<file path="src/dcbb_consts.svh">
// Constants for the buck/boost supply control block
//
// Contract
// - Supply module on in normal, stop, restart only
// - Buck PWM in normal, restart, stop after transition
// - Entering stop forces buck to PFM automatically
// - PFM switching is asynchronous, no imposed frequency
// - PWM duty may reach full on-time
// - Soft-start at power-up, sleep/fail-safe to restart
// - Soft-start begins at minimum duty, held
// - Duty stepped up and held until target
// - Target reached hands duty to regulation
// - Status flags switch-node faults and output window
// - Status flags never change mode or configuration
// - Boost enable honoured only in normal and stop
// - Voltage-select picks output and threshold pair
// - Boost on below threshold, off above hysteresis
// - Active flag set on start, write-clear only above threshold
// - Boost only ever uses fixed-frequency PWM
// - Stop overcurrent moves buck to PWM, event, flag
// - Stop command returns PFM; clearing auto bit disables auto
`ifndef DCBB_CONSTS_SVH
`define DCBB_CONSTS_SVH

// Register indices
`define DCBB_ADDR_CTRL      4'h0
`define DCBB_ADDR_STAT      4'h1
`define DCBB_ADDR_WAKE      4'h2
`define DCBB_ADDR_STATE     4'h3

// Control register fields
`define DCBB_CTRL_BOOST_EN  0
`define DCBB_CTRL_BOOST_V   1
`define DCBB_CTRL_PWM_AUTO  2
`define DCBB_CTRL_PWM_BY_WK 3
`define DCBB_CTRL_RESET     8'h04

// Status register fields (write one to clear)
`define DCBB_STAT_SW_OPEN   0
`define DCBB_STAT_SW_SHORT  1
`define DCBB_STAT_OUT_WIN   2

// Soft-start shaping
`define DCBB_DUTY_MIN       8'h08
`define DCBB_DUTY_STEP      8'h08
`define DCBB_DUTY_FULL      8'hFF
`define DCBB_HOLD_PERIODS   4'h8

// Switching period: 2000 ns at 5 ns clock
`define DCBB_SW_PERIOD_NS   2000
`define DCBB_CLK_PERIOD_NS  5
`define DCBB_SW_CYCLES      (`DCBB_SW_PERIOD_NS / `DCBB_CLK_PERIOD_NS)

`endif

</file>
<file path="src/dcbb_pkg.sv">
// Types for the buck/boost supply control block
package dcbb_pkg;

    typedef enum logic [2:0] {
        DCBB_MODE_NORMAL  = 3'h0,
        DCBB_MODE_STOP    = 3'h1,
        DCBB_MODE_RESTART = 3'h2,
        DCBB_MODE_SLEEP   = 3'h3,
        DCBB_MODE_FAILSF  = 3'h4
    } dcbb_mode_e;

    typedef enum logic [1:0] {
        DCBB_SS_OFF  = 2'h0,
        DCBB_SS_HOLD = 2'h1,
        DCBB_SS_RUN  = 2'h2
    } dcbb_ss_e;

    typedef struct packed {
        logic [2:0]  mode;
        logic [2:0]  mode_prev;
        logic        first_on;
        logic [1:0]  wk_sync;
        logic [1:0]  oc_sync;
        logic [1:0]  vlow_sync;
        logic [1:0]  vhi_sync;
        logic [1:0]  tgt_sync;
        logic [5:0]  flt_sync;
        logic [7:0]  ctrl;
        logic [2:0]  stat;
        logic        pfm_to_pwm_flag;
        logic        boost_act;
        logic        boost_run;
        logic        auto_pwm;
        logic        smps_en;
        logic        buck_pwm;
        logic        buck_pfm;
        logic [1:0]  ss;
        logic [7:0]  duty;
        logic [3:0]  hold;
        logic [8:0]  per;
        logic        tick;
        logic        event_p;
        logic [7:0]  rdata;
    } dcbb_state_s;

endpackage : dcbb_pkg

</file>
<file path="src/dcbb_ctrl.sv">
// Mode, soft-start and boost control for the cascaded supply
//
// The plain strobed port and the address map are this design's own decisions.
`timescale 1ns/1ps
`default_nettype none
`include "dcbb_consts.svh"

module dcbb_ctrl (
    // Clock and reset
    input  wire logic       clk_i,
    input  wire logic       rst_n_i,
    // System mode from the mode controller
    input  wire logic [2:0] mode_i,
    input  wire logic       stop_cmd_i,
    // Analog comparator inputs (asynchronous)
    input  wire logic       sensed_supply_level_low_i,
    input  wire logic       sensed_supply_level_hyst_i,
    input  wire logic       load_oc_i,
    input  wire logic       out_target_i,
    input  wire logic       sw_open_i,
    input  wire logic       sw_short_i,
    input  wire logic       out_window_i,
    input  wire logic       wake_pin_i,
    // Register port
    input  wire logic [3:0] addr_i,
    input  wire logic [7:0] wdata_i,
    input  wire logic       wr_i,
    input  wire logic       rd_i,
    output logic      [7:0] rdata_o,
    // Converter controls
    output logic            smps_en_o,
    output logic            buck_pwm_o,
    output logic            buck_pfm_o,
    output logic      [7:0] buck_duty_o,
    output logic            soft_start_o,
    output logic            boost_run_o,
    output logic            boost_vsel_o,
    output logic            boost_active_flag_o,
    output logic            pfm_to_pwm_event_o
);

    dcbb_pkg::dcbb_state_s s_q;
    dcbb_pkg::dcbb_state_s s_d;
    logic [1:0]            rst_sync_q;
    logic                  rst_n;

    // Reset copy lives outside the struct: it has a reset of its own
    assign rst_n = rst_sync_q[1];

    ////////////////////////////////////////////////////////////////////
    // Mode decoding helpers
    function automatic logic f_supply_on(input logic [2:0] m);
        f_supply_on = (m == dcbb_pkg::DCBB_MODE_NORMAL)
                   || (m == dcbb_pkg::DCBB_MODE_STOP)
                   || (m == dcbb_pkg::DCBB_MODE_RESTART);
    endfunction : f_supply_on

    function automatic logic f_is_off(input logic [2:0] m);
        f_is_off = (m == dcbb_pkg::DCBB_MODE_SLEEP)
                || (m == dcbb_pkg::DCBB_MODE_FAILSF);
    endfunction : f_is_off

    ////////////////////////////////////////////////////////////////////
    // Reset release through two flops
    always_ff @(posedge clk_i or negedge rst_n_i)
    begin
        if (!rst_n_i)
            rst_sync_q <= 2'h0;
        else
            rst_sync_q <= {rst_sync_q[0], 1'b1};
    end

    ////////////////////////////////////////////////////////////////////
    // Next-state logic
    always_comb
    begin
        logic stop_in;
        logic restart_entry;
        logic wk_pwm;
        logic clr_hit;
        stop_in       = 1'b0;
        restart_entry = 1'b0;
        wk_pwm        = 1'b0;
        clr_hit       = 1'b0;
        s_d           = s_q;
        s_d.event_p   = 1'b0;
        s_d.tick      = 1'b0;
        // Synchronisers: only stage one feeds stage two
        s_d.wk_sync   = {s_q.wk_sync[0], wake_pin_i};
        s_d.oc_sync   = {s_q.oc_sync[0], load_oc_i};
        s_d.vlow_sync = {s_q.vlow_sync[0], sensed_supply_level_low_i};
        s_d.vhi_sync  = {s_q.vhi_sync[0], sensed_supply_level_hyst_i};
        s_d.tgt_sync  = {s_q.tgt_sync[0], out_target_i};
        s_d.flt_sync  = {s_q.flt_sync[2:0],
                         out_window_i, sw_short_i, sw_open_i};
        // Mode sample; changes act on the next edge
        s_d.mode      = mode_i;
        s_d.mode_prev = s_q.mode;
        stop_in = (s_q.mode == dcbb_pkg::DCBB_MODE_STOP)
               && (s_q.mode_prev != dcbb_pkg::DCBB_MODE_STOP);
        restart_entry = (s_q.mode == dcbb_pkg::DCBB_MODE_RESTART)
                     && f_is_off(s_q.mode_prev);
        s_d.smps_en = f_supply_on(s_q.mode);

        // Switching period divider gives the soft-start tick
        if (s_q.per == 9'(`DCBB_SW_CYCLES - 1))
        begin
            s_d.per  = 9'h000;
            s_d.tick = 1'b1;
        end
        else
        begin
            s_d.per = s_q.per + 9'h001;
        end

        // Automatic PFM to PWM in stop; stop command re-arms PFM
        if (s_q.mode != dcbb_pkg::DCBB_MODE_STOP || stop_in)
        begin
            s_d.auto_pwm = 1'b0;
        end
        else if (stop_cmd_i)
        begin
            s_d.auto_pwm = 1'b0;
        end
        else if (s_q.oc_sync[1] && s_q.ctrl[`DCBB_CTRL_PWM_AUTO]
                 && !s_q.auto_pwm)
        begin
            s_d.auto_pwm = 1'b1;
            s_d.event_p  = 1'b1;
        end
        wk_pwm = s_q.ctrl[`DCBB_CTRL_PWM_BY_WK] && s_q.wk_sync[1];

        // Modulation choice; PFM has no frequency of its own
        if (!s_d.smps_en)
        begin
            s_d.buck_pwm = 1'b0;
            s_d.buck_pfm = 1'b0;
        end
        else if (s_q.mode == dcbb_pkg::DCBB_MODE_STOP)
        begin
            s_d.buck_pwm = s_q.auto_pwm || wk_pwm;
            s_d.buck_pfm = !(s_q.auto_pwm || wk_pwm);
        end
        else
        begin
            s_d.buck_pwm = 1'b1;
            s_d.buck_pfm = 1'b0;
        end

        // Soft-start sequencer
        case (s_q.ss)
            dcbb_pkg::DCBB_SS_OFF:
            begin
                s_d.duty = 8'h00;
                if (s_d.smps_en && (s_q.first_on || restart_entry))
                begin
                    s_d.ss       = dcbb_pkg::DCBB_SS_HOLD;
                    s_d.duty     = `DCBB_DUTY_MIN;
                    s_d.hold     = 4'h0;
                    s_d.first_on = 1'b0;
                end
                else if (s_d.smps_en)
                begin
                    s_d.ss = dcbb_pkg::DCBB_SS_RUN;
                end
            end
            dcbb_pkg::DCBB_SS_HOLD:
            begin
                if (!s_d.smps_en)
                begin
                    s_d.ss = dcbb_pkg::DCBB_SS_OFF;
                end
                else if (s_q.tgt_sync[1])
                begin
                    s_d.ss = dcbb_pkg::DCBB_SS_RUN;
                end
                else if (s_q.tick)
                begin
                    if (s_q.hold == `DCBB_HOLD_PERIODS - 4'h1)
                    begin
                        s_d.hold = 4'h0;
                        if (s_q.duty <= `DCBB_DUTY_FULL - `DCBB_DUTY_STEP)
                        begin
                            s_d.duty = s_q.duty + `DCBB_DUTY_STEP;
                        end
                    end
                    else
                    begin
                        s_d.hold = s_q.hold + 4'h1;
                    end
                end
            end
            dcbb_pkg::DCBB_SS_RUN:
            begin
                // Regulation may drive full on-time at low input
                s_d.duty = `DCBB_DUTY_FULL;
                if (!s_d.smps_en)
                begin
                    s_d.ss = dcbb_pkg::DCBB_SS_OFF;
                end
            end
            default:
            begin
                s_d.ss = dcbb_pkg::DCBB_SS_OFF;
            end
        endcase

        // Boost: hysteretic on/off, fixed PWM only
        if (s_q.ctrl[`DCBB_CTRL_BOOST_EN]
            && (s_q.mode == dcbb_pkg::DCBB_MODE_NORMAL
                || s_q.mode == dcbb_pkg::DCBB_MODE_STOP))
        begin
            // Comparators are already set by select bit
            if (s_q.vlow_sync[1])
            begin
                s_d.boost_run = 1'b1;
            end
            else if (s_q.vhi_sync[1])
            begin
                s_d.boost_run = 1'b0;
            end
        end
        else
        begin
            s_d.boost_run = 1'b0;
        end

        // Register writes; faults only record, never steer modes
        clr_hit = wr_i && (addr_i == `DCBB_ADDR_STAT);
        if (wr_i && addr_i == `DCBB_ADDR_CTRL)
            s_d.ctrl = wdata_i;
        s_d.stat = s_q.stat & ~(clr_hit ? wdata_i[2:0] : 3'h0);
        s_d.stat = s_d.stat | s_q.flt_sync[5:3];
        if (wr_i && addr_i == `DCBB_ADDR_WAKE && wdata_i[0])
            s_d.pfm_to_pwm_flag = 1'b0;
        // Set comes after clear so a new event is never lost
        if (s_d.event_p)
            s_d.pfm_to_pwm_flag = 1'b1;
        if (wr_i && addr_i == `DCBB_ADDR_WAKE && wdata_i[1]
            && !s_q.vlow_sync[1])
            s_d.boost_act = 1'b0;
        if (s_d.boost_run && !s_q.boost_run)
            s_d.boost_act = 1'b1;

        // Read data in the cycle after the strobe
        s_d.rdata = 8'h00;
        if (rd_i)
        begin
            if (addr_i == `DCBB_ADDR_CTRL)
                s_d.rdata = s_q.ctrl;
            else if (addr_i == `DCBB_ADDR_STAT)
                s_d.rdata = {5'h00, s_q.stat};
            else if (addr_i == `DCBB_ADDR_WAKE)
                s_d.rdata = {6'h00, s_q.boost_act, s_q.pfm_to_pwm_flag};
            else if (addr_i == `DCBB_ADDR_STATE)
                s_d.rdata = {s_q.mode, s_q.ss, s_q.boost_run,
                             s_q.buck_pwm, s_q.buck_pfm};
        end
    end

    ////////////////////////////////////////////////////////////////////
    // State register; faults pass two sync flops before the status
    always_ff @(posedge clk_i or negedge rst_n)
    begin
        if (!rst_n)
            s_q <= '{mode:      dcbb_pkg::DCBB_MODE_SLEEP,
                     mode_prev: dcbb_pkg::DCBB_MODE_SLEEP,
                     first_on:  1'b1,
                     ctrl:      `DCBB_CTRL_RESET,
                     default:   '0};
        else
            s_q <= s_d;
    end

    ////////////////////////////////////////////////////////////////////
    // Outputs straight from flops
    assign rdata_o             = s_q.rdata;
    assign smps_en_o           = s_q.smps_en;
    assign buck_pwm_o          = s_q.buck_pwm;
    assign buck_pfm_o          = s_q.buck_pfm;
    assign buck_duty_o         = s_q.duty;
    assign soft_start_o        = s_q.ss[0]; // Only the hold code has bit 0
    assign boost_run_o         = s_q.boost_run;
    assign boost_vsel_o        = s_q.ctrl[`DCBB_CTRL_BOOST_V];
    assign boost_active_flag_o = s_q.boost_act;
    assign pfm_to_pwm_event_o  = s_q.event_p;
endmodule : dcbb_ctrl
`default_nettype wire

</file>
<file path="config.mk">
export PLATFORM = sky130hd
export DESIGN_NAME = dcbb_ctrl
export DESIGN_NICKNAME = d
export VERILOG_FILES = /design/src/dcbb_pkg.sv /design/src/dcbb_ctrl.sv
export VERILOG_INCLUDE_DIRS = /design/src /design/src/src
export SDC_FILE = /design/constraint.sdc
export NUM_CORES = 1
export LEC_CHECK = 0
export BUFFER_PORTS_ARGS = -buffer_cell sky130_fd_sc_hd__buf_2
export CORE_MARGIN = 2
export CORE_UTILIZATION = 45
export CTS_CLUSTER_SIZE = 28
export DETAILED_ROUTE_END_ITERATION = 6
export GPL_TIMING_DRIVEN = 0
export PLACE_DENSITY = 0.71
export SYNTH_ARGS = -nofsm -noshare
export SYNTH_HDL_FRONTEND = slang
export SYNTH_SLANG_ARGS = --single-unit
export TNS_END_PERCENT = 30
</file>
<file path="constraint.sdc">
create_clock -name clk_i -period 3.1 [get_ports clk_i]
set_input_delay 0.62 -clock clk_i [delete_from_list [all_inputs] [get_ports clk_i]]
set_output_delay 0.62 -clock clk_i [all_outputs]
set_load 0.02 [all_outputs]
</file>
==> results of run 1 <==
-- logic make-up (layout without fill, tap and decap cells) --
logic type      count (synthesis)  count (layout)  synth area share, %
compound gates                 51              51                 10.7
xor+xnor                        5               5                 1.39
fa+ha+maj                       8               8                 3.18
buf+inv                        33              99                 6.08
flops                          74              74                 59.0
mux                            16              16                 5.68
other cells                     1               1                0.119
simple gates                   87              87                 13.8
-- sequential cells by signal, summed over array words and instances, names as in the netlist, 2 cells and up --
register,cells
s_q,39
s_d,11
rdata_o,8
buck_duty_o,6
rst_sync_q,2
-- critical path, delay by kind of cell (launching register included) --
| kind | cells | cell delay (ns) |
|---|---|---|
| simple gates | 2 | 0.32 |
| buf+inv | 3 | 0.50 |
| compound gates | 1 | 0.29 |
| flops | 1 | 0.44 |
| fa+ha+maj | 1 | 0.14 |
| mux | 1 | 0.29 |
-- cell usage after synthesis, types with 3 or more instances --
cell type	n	area, µm²
dfrtp_1	68	1700
nor2_1	24	90.1
nand2_1	18	67.6
buf_4	16	120
inv_1	12	45.0
o21ai_0	12	60.1
mux2_2	11	124
a21oi_1	9	45.0
nand3_1	9	45.0
nor3_1	9	45.0
ha_1	8	100
nand4_1	7	43.8
dfstp_2	6	158
a21o_1	5	37.5
a22oi_1	5	37.5
clkbuf_1	4	15.0
mux2i_1	4	40.0
nor2b_1	4	25.0
a22o_1	3	26.3
a31oi_1	3	18.8
and3_1	3	18.8
o211ai_1	3	22.5
xor2_1	3	26.3
-- path summary, 6_finish.rpt --
check | endpoint | slack (ns) | cells after the start
setup reg to reg | buck_duty_o[3] | 1.01 | 8
max in group asynchronous | s_q[21] | 2.07 | 0
setup / recovery | buck_duty_o[3] | 1.01 | 8
hold / removal | rst_sync_q[1] | 0.04 | 1
hold reg to reg | s_q[58] | 0.35 | 0
min in group clk_i | s_q[58] | 0.35 | 0
-- layout by cell type, fill, tap and decap left out, types with 2 or more instances in the layout --
cell,n
a22oi_1,5
ha_1,8
dfstp_2,6
xor2_1,3
buf_4,16
nor2_1,24
nand2b_1,2
o211ai_1,3
and3_1,3
clkbuf_1,4
buf_2,50
a21oi_1,9
nor4_1,2
o21ai_0,12
dfrtp_1,67
mux2_2,11
nand4_1,7
nand3_1,9
nand2_1,18
nor3b_1,2
inv_1,12
inv_6,2
a211oi_1,2
mux2i_1,4
clkbuf_8,10
nor3_1,9
a22o_1,3
clkinv_4,2
nor2b_1,4
xnor2_1,2
o21bai_1,2
a31oi_1,3
a21o_1,5
-- routing by layer --
metal | wire, µm | global-route usage (%) | vias up | share of wire (%)
li1 | - | - | 1067 | -
met1 | 2670 | 21.1 | 1040 | 47
met2 | 2600 | 25.4 | 54 | 46
met3 | 264 | 5.28 | 9 | 4.7
met4 | 113 | 7.97 | 0 | 2.0
met5 | 0 | 0 | - | 0
-- through the flow --
stage	utilization (%)	setup WS [ns]	instance area, µm²	total power [mW]	hold slack, ns
5_1_grt	55.0	0.812	3730	2.52	0.0170
3_5_place_dp	51.9	0.921	3520	1.64	0.337
4_1_cts	55.0	1.00	3730	2.41	0.0241
3_3_place_gp	51.8	0.144	3520	1.62	0.335
6_report	55.0	1.01	3730	2.39	0.0450
2_1_floorplan	-	0.897	3150	1.50	0.324
-- cell type report --
| class | count | area, µm² | share of cell area [%] |
|---|---|---|---|
| clock inverter | 6 | 72.6 | 1.94 |
| timing repair buffer | 50 | 250 | 6.70 |
| clock buffer | 10 | 138 | 3.69 |
| tap | 96 | 120 | 3.22 |
| buffer | 21 | 146 | 3.92 |
| sequential | 74 | 1860 | 49.9 |
| inverter | 12 | 45.0 | 1.21 |
| multi-input combinational | 168 | 1100 | 29.4 |
-- power groups by stage --
stage	registers, mW	clock network [mW]	logic, mW
after floorplan	1.17	0	0.327
after global placement	1.18	0	0.442
after detailed placement	1.19	0	0.451
after global routing	1.18	0.842	0.500
after CTS	1.17	0.794	0.453
final	1.16	0.773	0.452
==> flow_summary.ini, run 1 <==
[outcome]
status = complete, no violations

[layout]
syn2layout_area_growth_pct = 18.6
finalNonFillerCells = 437
diodes = 0
fin_nets = 372
drive_above_1_share_pct = 30.2
nFillCells = 593

[sta]
period_share_pct = 67.4
finalCriticalPeriod_ns = 2.09
max_freq_ghz = 0.478
drv_slew = 0
rsz0062_at_grt = no
setup_viol = 0
worstMarginPinSlew_ns = 0.874
relSlewSlack_pct = 41.7
finalHoldViolations = 0
setup_tns_ns = 0
fin_skew_ns = 0.00915

[power]
clkPwrFrac_pct = 32.3
comb_power_share_pct = 18.9
switching_share_pct = 29.6
intPower_mw = 1.68
ir_worst_vdd_mv = 0.257
power_density_nw_per_um2 = 640
power_frac_seq_pct = 48.7
power_leakage_nw = 1.80
p_switching_uw = 708

[drt]
vias_per_cell = 4.97
wl_per_cell_um = 12.9
drc_errors = 0
drtAntennaViolNets = 0
first_pass_iters = 4
vias = 2170
drt_iter0_markers = 97
postRouteWirelength_mm = 5.65

[cts]
cts_tree = done
clk_latency_ns = 0.34
clock-root-buffer = clkbuf_8
cts_resized = 0
cts_buffer_depth = 2
clkTransAtPathRegs_ns = 0.08
clock_sinks = 74
cts_hold_buf = 0
cts_inserted_buffers = 9
htreeDepth = 3
post-cts-setup-buffers = 0

[global_routing]
grt_pass1_vias = 2101
grt_max_degree = 73
grt_pass1_wl_mm = 9.57
grt.overflow.total = 0
gr-usage-all-layers_pct = 16.5
antenna_found_initial = 0

[logic_synthesis]
syn_area_um2 = 3150
synthArstFlopShare_pct = 100
avgSynthCellArea_um2 = 11.5
synth-edff-count = 0
ys_seq_area_share_pct = 59.0
synth_ff_type = dfrtp_1
postSynthCellCount = 275
yosys.cell_types.count = 46
synth.ff_latch_count = 74
yosysWarnings = 0
syn_nets = 311

[floorplan]
core_region_area_um2 = 6790
die_w_um = 87.7
start_util_pct = 46.4
rows = 30
num_io_pins = 52
die_h_um = 87.7
die_area_um2 = 7680

[critical_path]
critPathMaxStageDelay_ns = 0.44
cp-startpoint = s_q[32]
cp_max_fo = 9
crit_path_top_delay_cell = dfrtp_1
arrival_ns = 2.32
r2r-start = s_q[32]
critPathLaunchType = flop
critical_path.cell_chain = inv_1 > ha_1 > clkbuf_1 > nand4_1 > o21bai_1 > or2_1 > buf_6 > mux2_4
worst-setup-path-type = flop to flop
cp.required_ns = 3.33
cp-end-kind = flop

[worst_hold_path]
hp-class = primary input to async pin

[run]
maxCapViolations = 0

[placed_design]
port_buffers = 50
place_inst = 421
gp_congestion = 0.839
hpwl_mm = 4.03
No activity file was read; power rests on OpenSTA's default activity.
==> inputs of run 2 (changes only) <==
--- a/config.mk
+++ b/config.mk
@@ -12,7 +12,7 @@
 export CTS_CLUSTER_SIZE = 28
 export DETAILED_ROUTE_END_ITERATION = 6
 export GPL_TIMING_DRIVEN = 0
-export PLACE_DENSITY = 0.71
+export PLACE_DENSITY = 0.74
 export SYNTH_ARGS = -nofsm -noshare
 export SYNTH_HDL_FRONTEND = slang
 export SYNTH_SLANG_ARGS = --single-unit
==> constraint.sdc (replaced) <==
create_clock -name clk_i -period 1.7 [get_ports clk_i]
set_input_delay 0.34 -clock clk_i [delete_from_list [all_inputs] [get_ports clk_i]]
set_output_delay 0.34 -clock clk_i [all_outputs]
set_load 0.02 [all_outputs]
==> run 2 against run 1 <==
  * First-iteration DRC count up 62%
  * Clock-buffer cell count down 1
  * Worst setup slack worse by 0.97 ns
  * Critical path type unchanged
  * Largest power group unchanged
  * Highest routed layer unchanged
==> flow_summary.ini, run 2 (synthesis gave the netlist of run 1 again) <==
[layout]
drive_above_1_share_pct = 36.4
diodes = 0
largest_reg_flops = 39
fin_nets = 380
ff_latch_area_um2 = 1870
nFillCells = 598
mostFrequentLayoutCell = dfrtp_1
syn2layout_area_growth_pct = 22.1
multiInputGateArea_um2 = 1140
final_cell_mix = dfrtp_1 (64), buf_2 (50), buf_4 (25)
design_area_um2 = 3840
final_util_pct = 56.6
top_register = s_q

[global_routing]
grt_max_degree = 73
grt.overflow.total = 0
antenna_found_initial = 0
gr-usage-all-layers_pct = 17.9
grt_pass1_vias = 2238
grt_pass1_wl_mm = 10.5

[floorplan]
die_w_um = 87.7
die_h_um = 87.7
rows = 30
core_region_area_um2 = 6790
num_io_pins = 52
start_util_pct = 46.4
die_area_um2 = 7680

[power]
ir_worst_vdd_mv = 0.473
power_leakage_nw = 1.84
power_mw = 4.43
power_density_nw_per_um2 = 1150

[outcome]
status = complete, no violations

[sta]
period_share_pct = 97.9
finalCriticalPeriod_ns = 1.66
postLayoutSetupSlackWorst_ns = 0.0359
finalHoldViolations = 0
relSlewSlack_pct = 40.9
worstMarginPinSlew_ns = 0.886
setup_viol = 0
holdWs_ns = 0.0733
max_freq_ghz = 0.601
rsz0062_at_grt = yes
fin_skew_ns = 0.00831
drv_slew = 0

[placed_design]
gp_congestion = 0.867
placed_area_um2 = 3520
port_buffers = 50
post-place-ws_ns = -0.434
hpwl_mm = 4.11

[critical_path]
cp.required_ns = 1.94
arrival_ns = 1.90
cp_max_fo = 7
critPathLaunchType = flop
cp-end-kind = flop
worst-setup-path-type = flop to flop

[drt]
first_pass_iters = 4
drt_iter0_markers = 157
drtAntennaViolNets = 0
drc_errors = 0
wl_per_cell_um = 13.3
postRouteWirelength_mm = 5.93
vias = 2233
vias_per_cell = 5.02

[cts]
clock-root-buffer = clkbuf_8
clkTransAtPathRegs_ns = 0.08
clk_latency_ns = 0.35
cts_buffer_depth = 2
htreeDepth = 3
clock_sinks = 74
cts_inserted_buffers = 9
cts_tree = done

[worst_hold_path]
hp-class = primary input to flop

[run]
maxCapViolations = 0
-- run 2: per-stage QoR --
stage          TNS (ns)  instances
2_1_floorplan    -0.482        275
3_3_place_gp      -2.84        421
3_5_place_dp      -3.52        421
4_1_cts         -0.0896        442
5_1_grt         -0.0896        445
6_report              0        445
-- run 2: final cells by class --
cell class	instances	share of cell area (%)
flip-flops and latches	74	48.6
multi-input cells	168	29.8
repair buffers	60	8.53
plain buffers	19	3.45
clock buffers	9	3.22
well taps	96	3.12
clock inverters	7	2.18
inverters	12	1.17
-- run 2: final timing paths --
kind / from / end / slack, ns / cells past startpoint
setup / recovery: s_q[68] / s_q[19] / 0.04 / 4
hold / removal: mode_i[1] / s_d[69] / 0.07 / 1
setup reg to reg: s_q[68] / s_q[19] / 0.04 / 4
hold reg to reg: s_d[58] / s_q[58] / 0.35 / 0
max in group asynchronous: rst_sync_q[1] / soft_start_o / 0.62 / 0
min in group asynchronous: rst_n_i / rst_sync_q[1] / 0.29 / 2
-- run 2: report_power, final --
| group | leakage (nW) | internal (mW) | switching, mW |
|---|---|---|---|
| logic | 0.832 | 0.430 | 0.447 |
| registers | 0.910 | 1.94 | 0.198 |
| clock network | 0.103 | 0.708 | 0.714 |
-- run 2: worst max-delay path, stage by stage, from the launching register on --
cell and delay, ns:
dfstp_2 0.54, and3b_1 0.15, o211ai_1 0.25, a21oi_2 0.27
mux2_2 0.35
-- run 2: what timing repair did --
item,4_1_cts,5_1_grt
setup endpoints to repair,14,7
resized for setup,13,6
buffers inserted,5,4
hold buffers,1,0
endpoints found under the hold margin,2,0
gates cloned,0,0
pin swaps,5,6
-- run 2: metal layers --
metal | GRT usage (%) | routed length [µm]
met5 | 0 | 0
met1 | 23.3 | 2740
met2 | 28.0 | 2810
met3 | 4.62 | 250
met4 | 9.09 | 123
